### src/gpio_port_pkg.sv
// Package with addresses, field positions and reset values of the I/O ports
`default_nettype none
package gpio_port_pkg;
  localparam logic [7:0] STATUS_ADDR = 8'h03;
  localparam logic [7:0] PORT_B_ADDR = 8'h06;
  localparam logic [7:0] PORT_C_ADDR = 8'h07;
  localparam int PORT_W = 6;
  localparam logic [5:0] DIR_RESET = 6'h3f;
  localparam logic [7:0] OPTION_RESET = 8'hff;
  localparam int OPT_WAKE_N_BIT = 7;
  localparam int OPT_PULLUP_N_BIT = 6;
  localparam int OPT_C5_DIR_BIT = 5;
  localparam int STATUS_WAKE_BIT = 7;
  localparam int INPUT_ONLY_BIT = 3;
  localparam int C5_BIT = 5;
  localparam logic [5:0] WAKE_PULL_MASK = 6'h1b;
  localparam logic [5:0] LATCH_RESET = 6'h00;
endpackage : gpio_port_pkg
`default_nettype wire

### src/dual_six_bit_io_port.sv
// Two six-bit general-purpose I/O ports with direction logic, plus pull-up and wake logic on port B only
`default_nettype none
module dual_six_bit_io_port
  import gpio_port_pkg::*;
(
  input wire logic sys_clk,
  input wire logic rst_b,
  input wire logic [7:0] reg_select,
  input wire logic [7:0] write_data,
  input wire logic write_strobe,
  input wire logic read_strobe,
  input wire logic bit_set_op,
  input wire logic bit_clear_op,
  input wire logic [2:0] bit_index,
  input wire logic direction_load_instruction,
  input wire logic option_load,
  input wire logic status_wake_clear,
  input wire logic [5:0] alt_func_b,
  input wire logic [5:0] alt_func_c,
  input wire logic [5:0] port_b_pin_in,
  input wire logic [5:0] port_c_pin_in,
  output logic [7:0] read_data,
  output logic [5:0] port_b_pin_out,
  output logic [5:0] port_b_pin_oe,
  output logic [5:0] port_c_pin_out,
  output logic [5:0] port_c_pin_oe,
  output logic [5:0] port_b_pullup,
  output logic wake_change_flag
);

  logic [5:0] b_meta, b_sync, c_meta, c_sync, b_prev;
  logic [5:0] b_latch, c_latch, b_dir, c_dir;
  logic [7:0] option_reg;
  logic [7:0] next_read;
  logic [7:0] rmw_value;
  logic rmw_op;
  logic [5:0] wake_arm;
  logic pullup_enable_n, wake_change_enable_n, c5_dir;

  // Apply a set or clear of one bit to a sampled pin image
  function automatic logic [7:0] bit_modify(input logic [7:0] v,
      input logic [2:0] idx, input logic set);
    logic [7:0] r;
    r = v;
    r[idx] = set;
    return r;
  endfunction : bit_modify

  // Pin image as the core sees it: alternate functions read low
  function automatic logic [7:0] port_image(input logic [5:0] pins,
      input logic [5:0] alt);
    return {2'b00, pins & ~alt};
  endfunction : port_image

  always_ff @(posedge sys_clk or negedge rst_b) begin
    if (!rst_b) begin
      b_meta <= 6'h00;
      b_sync <= 6'h00;
      c_meta <= 6'h00;
      c_sync <= 6'h00;
    end else begin
      b_meta <= port_b_pin_in;
      b_sync <= b_meta;
      c_meta <= port_c_pin_in;
      c_sync <= c_meta;
    end
  end

  assign pullup_enable_n = option_reg[OPT_PULLUP_N_BIT];
  assign wake_change_enable_n = option_reg[OPT_WAKE_N_BIT];
  assign c5_dir = c_dir[C5_BIT] | option_reg[OPT_C5_DIR_BIT];
  assign rmw_op = bit_set_op | bit_clear_op;
  // Wake and pull-up only on inputs of the capable bits
  assign wake_arm = WAKE_PULL_MASK & b_dir;

  // Read data: pins come through the two-flop synchronizer, so they show their value from two cycles before the read strobe
  always_comb begin
    next_read = 8'h00;
    if (reg_select == PORT_B_ADDR) begin
      next_read = port_image(b_sync, alt_func_b);
    end else if (reg_select == PORT_C_ADDR) begin
      next_read = port_image(c_sync, alt_func_c);
    end else if (reg_select == STATUS_ADDR) begin
      next_read[STATUS_WAKE_BIT] = wake_change_flag;
    end
    read_data = read_strobe ? next_read : 8'h00;
    rmw_value = bit_modify(next_read, bit_index, bit_set_op);
  end

  always_ff @(posedge sys_clk or negedge rst_b) begin
    if (!rst_b) begin
      b_latch <= LATCH_RESET;
      c_latch <= LATCH_RESET;
    end else if (write_strobe || rmw_op) begin
      // Latch written at the end of the instruction cycle
      if (reg_select == PORT_B_ADDR) begin
        b_latch <= rmw_op ? rmw_value[5:0] : write_data[5:0];
      end else if (reg_select == PORT_C_ADDR) begin
        c_latch <= rmw_op ? rmw_value[5:0] : write_data[5:0];
      end
    end
  end

  always_ff @(posedge sys_clk or negedge rst_b) begin
    if (!rst_b) begin
      b_dir <= DIR_RESET;
      c_dir <= DIR_RESET;
    end else if (direction_load_instruction) begin
      if (reg_select == PORT_B_ADDR) begin
        b_dir <= write_data[5:0];
      end else if (reg_select == PORT_C_ADDR) begin
        c_dir <= write_data[5:0];
      end
    end
  end

  always_ff @(posedge sys_clk or negedge rst_b) begin
    if (!rst_b) begin
      option_reg <= OPTION_RESET;
    end else if (option_load) begin
      option_reg <= write_data;
    end
  end

  // Pad drivers registered so outputs come straight from flip-flops
  always_ff @(posedge sys_clk or negedge rst_b) begin
    if (!rst_b) begin
      port_b_pin_out <= 6'h00;
      port_b_pin_oe <= 6'h00;
      port_c_pin_out <= 6'h00;
      port_c_pin_oe <= 6'h00;
      port_b_pullup <= 6'h00;
    end else begin
      port_b_pin_out <= b_latch;
      port_b_pin_oe <= ~b_dir & ~(6'h01 << INPUT_ONLY_BIT);
      port_c_pin_out <= c_latch;
      port_c_pin_oe <= ~{c5_dir, c_dir[4:0]};
      port_b_pullup <= pullup_enable_n ? 6'h00 : wake_arm;
    end
  end

  always_ff @(posedge sys_clk or negedge rst_b) begin
    if (!rst_b) begin
      b_prev <= 6'h00;
    end else begin
      b_prev <= b_sync;
    end
  end

  // Flag set wins over a clear in the same cycle
  always_ff @(posedge sys_clk or negedge rst_b) begin
    if (!rst_b) begin
      wake_change_flag <= 1'b0;
    end else if (!wake_change_enable_n &&
        |((b_sync ^ b_prev) & wake_arm)) begin
      wake_change_flag <= 1'b1;
    end else if (status_wake_clear) begin
      wake_change_flag <= 1'b0;
    end
  end

  reset_dir_a: assert property (@(posedge sys_clk)
      $rose(rst_b) |-> (b_dir == DIR_RESET && c_dir == DIR_RESET))
    else $error("direction not all inputs after reset");
  input_only_a: assert property (@(posedge sys_clk) disable iff (!rst_b)
      !port_b_pin_oe[INPUT_ONLY_BIT])
    else $error("input-only pin driven");
  upper_zero_a: assert property (@(posedge sys_clk) disable iff (!rst_b)
      read_data[7:6] == 2'b00 || reg_select == STATUS_ADDR)
    else $error("unimplemented port bits read nonzero");
  read_pins_a: assert property (@(posedge sys_clk) disable iff (!rst_b)
      read_strobe && reg_select == PORT_B_ADDR |->
      read_data[5:0] == ($past(port_b_pin_in, 2) & ~alt_func_b))
    else $error("port read not from pins");
  dir_drive_a: assert property (@(posedge sys_clk) disable iff (!rst_b)
      direction_load_instruction && reg_select == PORT_C_ADDR
      && !write_data[0] |=> ##1 port_c_pin_oe[0])
    else $error("cleared direction bit does not drive");
  dir_only_a: assert property (@(posedge sys_clk) disable iff (!rst_b)
      !direction_load_instruction |=> $stable(b_dir) && $stable(c_dir))
    else $error("direction changed without load");
  latch_hold_a: assert property (@(posedge sys_clk) disable iff (!rst_b)
      !write_strobe && !rmw_op |=> $stable(b_latch) && $stable(c_latch))
    else $error("latch changed without write");
  rmw_write_a: assert property (@(posedge sys_clk) disable iff (!rst_b)
      bit_set_op && reg_select == PORT_B_ADDR && bit_index < 3'd6 |=>
      b_latch[$past(bit_index)])
    else $error("bit set did not land");
  pullup_off_a: assert property (@(posedge sys_clk) disable iff (!rst_b)
      option_reg[OPT_PULLUP_N_BIT] |=> port_b_pullup == 6'h00)
    else $error("pull-up on while disabled");
  c5_override_a: assert property (@(posedge sys_clk) disable iff (!rst_b)
      option_reg[OPT_C5_DIR_BIT] |=> !port_c_pin_oe[C5_BIT])
    else $error("option did not float port C bit 5");

  // Pad outputs track the latches and direction bits one cycle later

  out_b_follow_a: assert property (@(posedge sys_clk) disable iff (!rst_b)
      1'b1 |=>
      port_b_pin_out == $past(b_latch))
    else $error("port B pad value does not follow latch");

  out_c_follow_a: assert property (@(posedge sys_clk) disable iff (!rst_b)
      1'b1 |=>
      port_c_pin_out == $past(c_latch))
    else $error("port C pad value does not follow latch");

  oe_b_follow_a: assert property (@(posedge sys_clk) disable iff (!rst_b)
      1'b1 |=>
      port_b_pin_oe == (~$past(b_dir) & ~(6'h01 << INPUT_ONLY_BIT)))
    else $error("port B enable does not follow direction");

  dir_b_load_a: assert property (@(posedge sys_clk) disable iff (!rst_b)
      direction_load_instruction && reg_select == PORT_B_ADDR |=>
      b_dir == $past(write_data[5:0]))
    else $error("port B direction not loaded");

  write_latch_a: assert property (@(posedge sys_clk) disable iff (!rst_b)
      write_strobe && !rmw_op && reg_select == PORT_C_ADDR |=>
      c_latch == $past(write_data[5:0]))
    else $error("port C write did not land");

  rmw_clear_a: assert property (@(posedge sys_clk) disable iff (!rst_b)
      bit_clear_op && !bit_set_op && reg_select == PORT_B_ADDR
      && bit_index < 3'd6 |=> !b_latch[$past(bit_index)])
    else $error("bit clear did not land");

  // Read path

  c_read_pins_a: assert property (@(posedge sys_clk) disable iff (!rst_b)
      read_strobe && reg_select == PORT_C_ADDR |->
      read_data[5:0] == ($past(port_c_pin_in, 2) & ~alt_func_c))
    else $error("port C read not from pins");

  status_read_a: assert property (@(posedge sys_clk) disable iff (!rst_b)
      read_strobe && reg_select == STATUS_ADDR |->
      read_data == {wake_change_flag, 7'h00})
    else $error("status read wrong");

  no_dir_read_a: assert property (@(posedge sys_clk) disable iff (!rst_b)
      read_strobe && reg_select != STATUS_ADDR && reg_select != PORT_B_ADDR
      && reg_select != PORT_C_ADDR |-> read_data == 8'h00)
    else $error("unmapped read not zero");

  idle_read_a: assert property (@(posedge sys_clk) disable iff (!rst_b)
      !read_strobe |->
      read_data == 8'h00)
    else $error("read data without strobe");

  // Pull-up and wake on change

  pull_mask_a: assert property (@(posedge sys_clk) disable iff (!rst_b)
      1'b1 |->
      (port_b_pullup & ~WAKE_PULL_MASK) == 6'h00)
    else $error("pull-up on an incapable bit");

  pull_on_a: assert property (@(posedge sys_clk) disable iff (!rst_b)
      !option_reg[OPT_PULLUP_N_BIT] |=>
      port_b_pullup == ($past(b_dir) & WAKE_PULL_MASK))
    else $error("pull-up not on inputs of capable bits");

  wake_set_a: assert property (@(posedge sys_clk) disable iff (!rst_b)
      !wake_change_enable_n && |((b_sync ^ b_prev) & wake_arm) |=>
      wake_change_flag)
    else $error("pin change did not set wake flag");

  wake_hold_a: assert property (@(posedge sys_clk) disable iff (!rst_b)
      wake_change_flag && !status_wake_clear |=>
      wake_change_flag)
    else $error("wake flag lost without clear");

  wake_off_a: assert property (@(posedge sys_clk) disable iff (!rst_b)
      wake_change_enable_n && !wake_change_flag |=>
      !wake_change_flag)
    else $error("wake flag set while disabled");

  cov_rmw_c: cover property (@(posedge sys_clk) disable iff (!rst_b)
      bit_clear_op && reg_select == PORT_B_ADDR);
  cov_wake_c: cover property (@(posedge sys_clk) disable iff (!rst_b)
      $rose(wake_change_flag));
  cov_drive_c: cover property (@(posedge sys_clk) disable iff (!rst_b)
      port_b_pin_oe != 6'h00);
  cov_c_read_c: cover property (@(posedge sys_clk) disable iff (!rst_b)
      read_strobe && reg_select == PORT_C_ADDR);
  cov_override_c: cover property (@(posedge sys_clk) disable iff (!rst_b)
      option_reg[OPT_C5_DIR_BIT] && !c_dir[C5_BIT]);

endmodule : dual_six_bit_io_port
`default_nettype wire

### config.mk
export PLATFORM = sky130hd
export DESIGN_NAME = dual_six_bit_io_port
export DESIGN_NICKNAME = d
export VERILOG_FILES = /design/src/gpio_port_pkg.sv /design/src/dual_six_bit_io_port.sv
export SDC_FILE = /design/constraint.sdc
export NUM_CORES = 1
export LEC_CHECK = 0
export ABC_AREA = 1
export BUFFER_PORTS_ARGS = -buffer_cell sky130_fd_sc_hd__buf_4
export CAP_MARGIN = 20
export CORE_MARGIN = 2
export CORE_UTILIZATION = 55
export CTS_BUF_LIST = sky130_fd_sc_hd__clkbuf_16
export CTS_CLUSTER_SIZE = 8
export DETAILED_ROUTE_END_ITERATION = 12
export PLACE_DENSITY = 0.89
export RECOVER_POWER = 25
export SETUP_SLACK_MARGIN = 0.05
export SYNTH_ARGS = -nofsm -noshare
export SYNTH_HDL_FRONTEND = slang
export SYNTH_SLANG_ARGS = --single-unit
### constraint.sdc
create_clock -name sys_clk -period 2.1 [get_ports sys_clk]
set_input_delay 0.105 -clock sys_clk [delete_from_list [all_inputs] [get_ports sys_clk]]
set_output_delay 0.105 -clock sys_clk [all_outputs]
set_load 0.02 [all_outputs]
==> summary by stage <==
Floorplanning
The core outline area is roughly 5500 µm². between 90 and 100 I/O pins were placed. The die width is roughly 80 µm. The vertical die dimension is ~80 µm. Once the floorplan was initialized, standard cells occupied 57.6% of the core.

The full die area is roughly 6400 µm². Row generation in the floorplan step produced 27 rows.

Pwr
The internal power summed over all cells is approximately 2.9 mW. Of the total power, the share spent switching nets is 22.2%. The net switching component of the power is a little over 800 µW. The combinational share of power is under 10%.

Of the total power, registers draw between 40 and 50%. Power spread over the standard cell area amounts to roughly 840 nW/µm². The worst ir drop on vdd is a little over 0.6 mV. The leakage power summed over all cells is between 2 and 2.5 nW. The post-layout total power is between 3 and 4 mW. The clock network burns a little over two fifths of the power.

Clock tree
The clock sink count is just over 80. After clock tree synthesis, the clock-pin slew on the worst setup and hold paths is ~0.060 ns. The tree is rooted in a sky130_fd_sc_hd__clkbuf_16. The clock passes through at most 2 buffers. Clock tree synthesis inserted a total of 9 buffers. The CTS tree is built. The H-tree depth is 3. The number of setup buffers added after CTS is 0. The insertion delay to the later sink of the worst-skew pair is around 0.33 ns.

Worst setup path
The critical path's slowest cell is sky130_fd_sc_hd__dfrtp_1. In this design, the stage delay of the slowest critical-path cell is between 0.3 and 0.4 ns. The worst setup path is launched from a flop. The critical path goes through inv_1 > nor2_1 > nand3_1 > a21boi_0 > buf_4. The cell depth of the worst flop-to-flop path is 6. At the worst endpoint, the arrival time is roughly 1.5 ns. The count of buffering cells on the critical path with inverters included is 2. The worst setup path is captured at an output port. The critical path is of the flop to output port type.

For the worst setup path, the data required time is roughly 2 ns. In this design, the largest share of critical-path delay is due to flip-flops. The cell depth of the worst setup path is 5. The largest fanout on the critical path is 4.

Global route
The total track usage is between 20 and 30%. The first global-routing pass estimated between 10,000 and 15,000 µm of wire. The via count of the first global-routing pass is about 2,700. The initial antenna violation count was 0. The sum of overflow across all layers after global routing is 0. Entering global routing, the biggest net connects 41 pins.

Logic synthesis
The sequential-to-total area share from yosys stat is 65.6%. The total standard cell area after synthesis is between 3000 and 4000 µm². The cell count after synthesis is between 300 and 400. The count of distinct cell types in the synthesized netlist is 22. The count of warnings emitted by yosys is 0. The average size of a mapped cell is approximately 10 µm².

After synthesis the netlist holds a flip-flop and latch count of just over 80.

Hold path
Counting instances, the worst hold path has a depth of 2. The worst hold path belongs to the class input port to flop.

Placed design
During placement, the flow inserted port buffers numbering between 80 and 90. The placer congestion estimate is 0.791. After detailed placement, the design holds a cell count of approximately 470.

The HPWL after detailed placement is a little under 5000 µm.

Routing
The detailed-route via count is ~2,500. The number of remaining DRC errors is 0. The number of nets still failing antenna checks after routing is 0. Wires add up to around 7600 µm. The first-pass iteration count of the detailed router is 4.

The post-detailed-route wirelength per cell is between 15 and 20 µm. Using the TritonRoute via totals, the vias-per-cell ratio works out to roughly 5. The first routing iteration left a little over 200 violations.

Timing
The number of hold violations in the final report is 0. The worst clock skew is around 0.0035 ns. For the final routed database, the setup TNS stands at 0 ns. For the finished layout, the period the worst path requires is between 1.5 and 2 ns. The final number of setup-violating endpoints is 0. Setup repair after global routing left no endpoint under its margin. The relative max-transition margin is between 30% and 40%. The highest achievable clock rate is a little over 0.6 GHz.

The share of the clock period used by the worst path after layout is 78.0%. The number of max-slew violations in the final report is 0. Hold timing on the final database bottoms out at a slack of a little over 0.03 ns.

For the pin with the worst max-slew slack, the measured transition is ~0.98 ns.

Final layout
The layout overhead on the synthesized area is 37.1%. The layout net count is between 400 and 500. Cells with a size suffix above 1 make up between 30 and 40% of the layout.

The number of diodes is 0. Excluding fillers, the count of instances in the completed layout stands at between 400 and 500.

Flow run
Max-cap violations in this run came to 0.

Run status
The flow ran to the end, and the final reports show no timing, DRC or antenna violations.
## layout make-up
class / count / area (µm²)
Sequential cell: 83 / 2100
Fill cell: 350 / 1160
Multi-Input combinational cell: 175 / 867
Timing Repair Buffer: 105 / 838
Clock buffer: 9 / 225
Inverter: 47 / 176
Tap cell: 72 / 90.1
Clock inverter: 7 / 85.1
## final timing paths
check | startpoint | to | slack (ns)
setup reg to reg | b_dir[1] | wake_change_flag | 0.87
hold reg to reg | b_meta[2] | b_sync[2] | 0.35
setup / recovery | b_sync[1] | read_data[1] | 0.46
max in group asynchronous | rst_b | c_dir[2] | 0.88
min in group asynchronous | rst_b | b_meta[1] | 0.46
hold / removal | write_data[6] | option_reg[6] | 0.03
## power groups by stage
stage	clock (mW)	combinational (mW)	sequential (mW)
3_5_place_dp	0	0.318	1.75
4_1_cts	1.63	0.346	1.73
3_3_place_gp	0	0.306	1.75
5_1_grt	1.71	0.382	1.73
6_report	1.62	0.349	1.72
2_1_floorplan	0	0.111	1.77
## stage by stage
stage	utilization [%]	setup WS, ns	cell area, µm²
after global routing	79.0	0.419	4380
after floorplan	-	0.816	3200
after detailed placement	70.6	0.725	3910
final	79.0	0.461	4380
after CTS	79.1	0.503	4380
after global placement	70.6	0.775	3910
## worst register-to-register path, cell delays in order (launching register included)
cell and delay, ns:
sky130_fd_sc_hd__dfstp_2 0.53, sky130_fd_sc_hd__inv_1 0.07, sky130_fd_sc_hd__a21oi_1 0.10, sky130_fd_sc_hd__o21ai_0 0.09
sky130_fd_sc_hd__nand4_1 0.12, sky130_fd_sc_hd__nand2_1 0.09, sky130_fd_sc_hd__o21ai_0 0.12
## per-layer routing
metal / global-route usage, % / wire [µm] / vias to the layer above
met5: 0 / 0 / -
met4: 12.7 / 326 / 0
met3: 6.97 / 440 / 27
met2: 45.8 / 3940 / 98
met1: 28.7 / 2880 / 1196
li1: - / - / 1172
## synth_stat cells
master                       n  share of area, %
sky130_fd_sc_hd__nor4_1      1              0.20
sky130_fd_sc_hd__nor2_1     29               3.4
sky130_fd_sc_hd__nand2_2     4              0.78
sky130_fd_sc_hd__dfrtp_1    68                53
sky130_fd_sc_hd__nand3_1    25               3.9
sky130_fd_sc_hd__dfstp_2    15                12
sky130_fd_sc_hd__o21ai_0     7               1.1
sky130_fd_sc_hd__nand4_1     1              0.20
sky130_fd_sc_hd__a21boi_0    6               1.4
sky130_fd_sc_hd__mux2_2      1              0.35
sky130_fd_sc_hd__nor2_4      4               1.4
sky130_fd_sc_hd__a21oi_1     4              0.63
sky130_fd_sc_hd__nand2_1    74               8.7
sky130_fd_sc_hd__inv_2       3              0.35
sky130_fd_sc_hd__o21ai_2    12               3.3
sky130_fd_sc_hd__buf_6       2              0.71
sky130_fd_sc_hd__conb_1      1              0.12
sky130_fd_sc_hd__inv_1      44               5.2
sky130_fd_sc_hd__o2111ai_1   1              0.27
sky130_fd_sc_hd__buf_4       5               1.2
sky130_fd_sc_hd__a21oi_4     2               1.0
sky130_fd_sc_hd__buf_2       1              0.16
## layout by cell type (no fill, tap or decap), drive strengths merged
| cell | netlist | routed |
|---|---|---|
| nand2 | 78 | 78 |
| buf | 8 | 76 |
| dfrtp | 68 | 68 |
| inv | 47 | 49 |
| nor2 | 33 | 33 |
| nand3 | 25 | 25 |
| clkbuf | 0 | 22 |
| o21ai | 19 | 19 |
| dlygate4sd3 | 0 | 16 |
| dfstp | 15 | 15 |
| a21boi | 6 | 6 |
| a21oi | 6 | 6 |
| conb | 1 | 4 |
| clkinv | 0 | 3 |
| bufinv | 0 | 2 |
| nor4 | 1 | 1 |
| o2111ai | 1 | 1 |
| mux2 | 1 | 1 |
| nand4 | 1 | 1 |
## logic make-up (layout without fill, tap and decap cells)
group / Yosys count / after routing / synth area share, %
other: 1 / 4 / 0.117
flip-flops: 83 / 83 / 65.6
AO/OA/AOI/OAI: 32 / 32 / 7.72
AND/OR/NAND/NOR: 138 / 138 / 18.6
multiplexers: 1 / 1 / 0.353
buffers and inverters: 55 / 168 / 7.56
## repair_timing
action	4_1_cts	5_1_grt
resized for setup	0	0
hold buffers	16	0
endpoints found under the hold margin	44	0
Power figures use the tool's default switching activity.
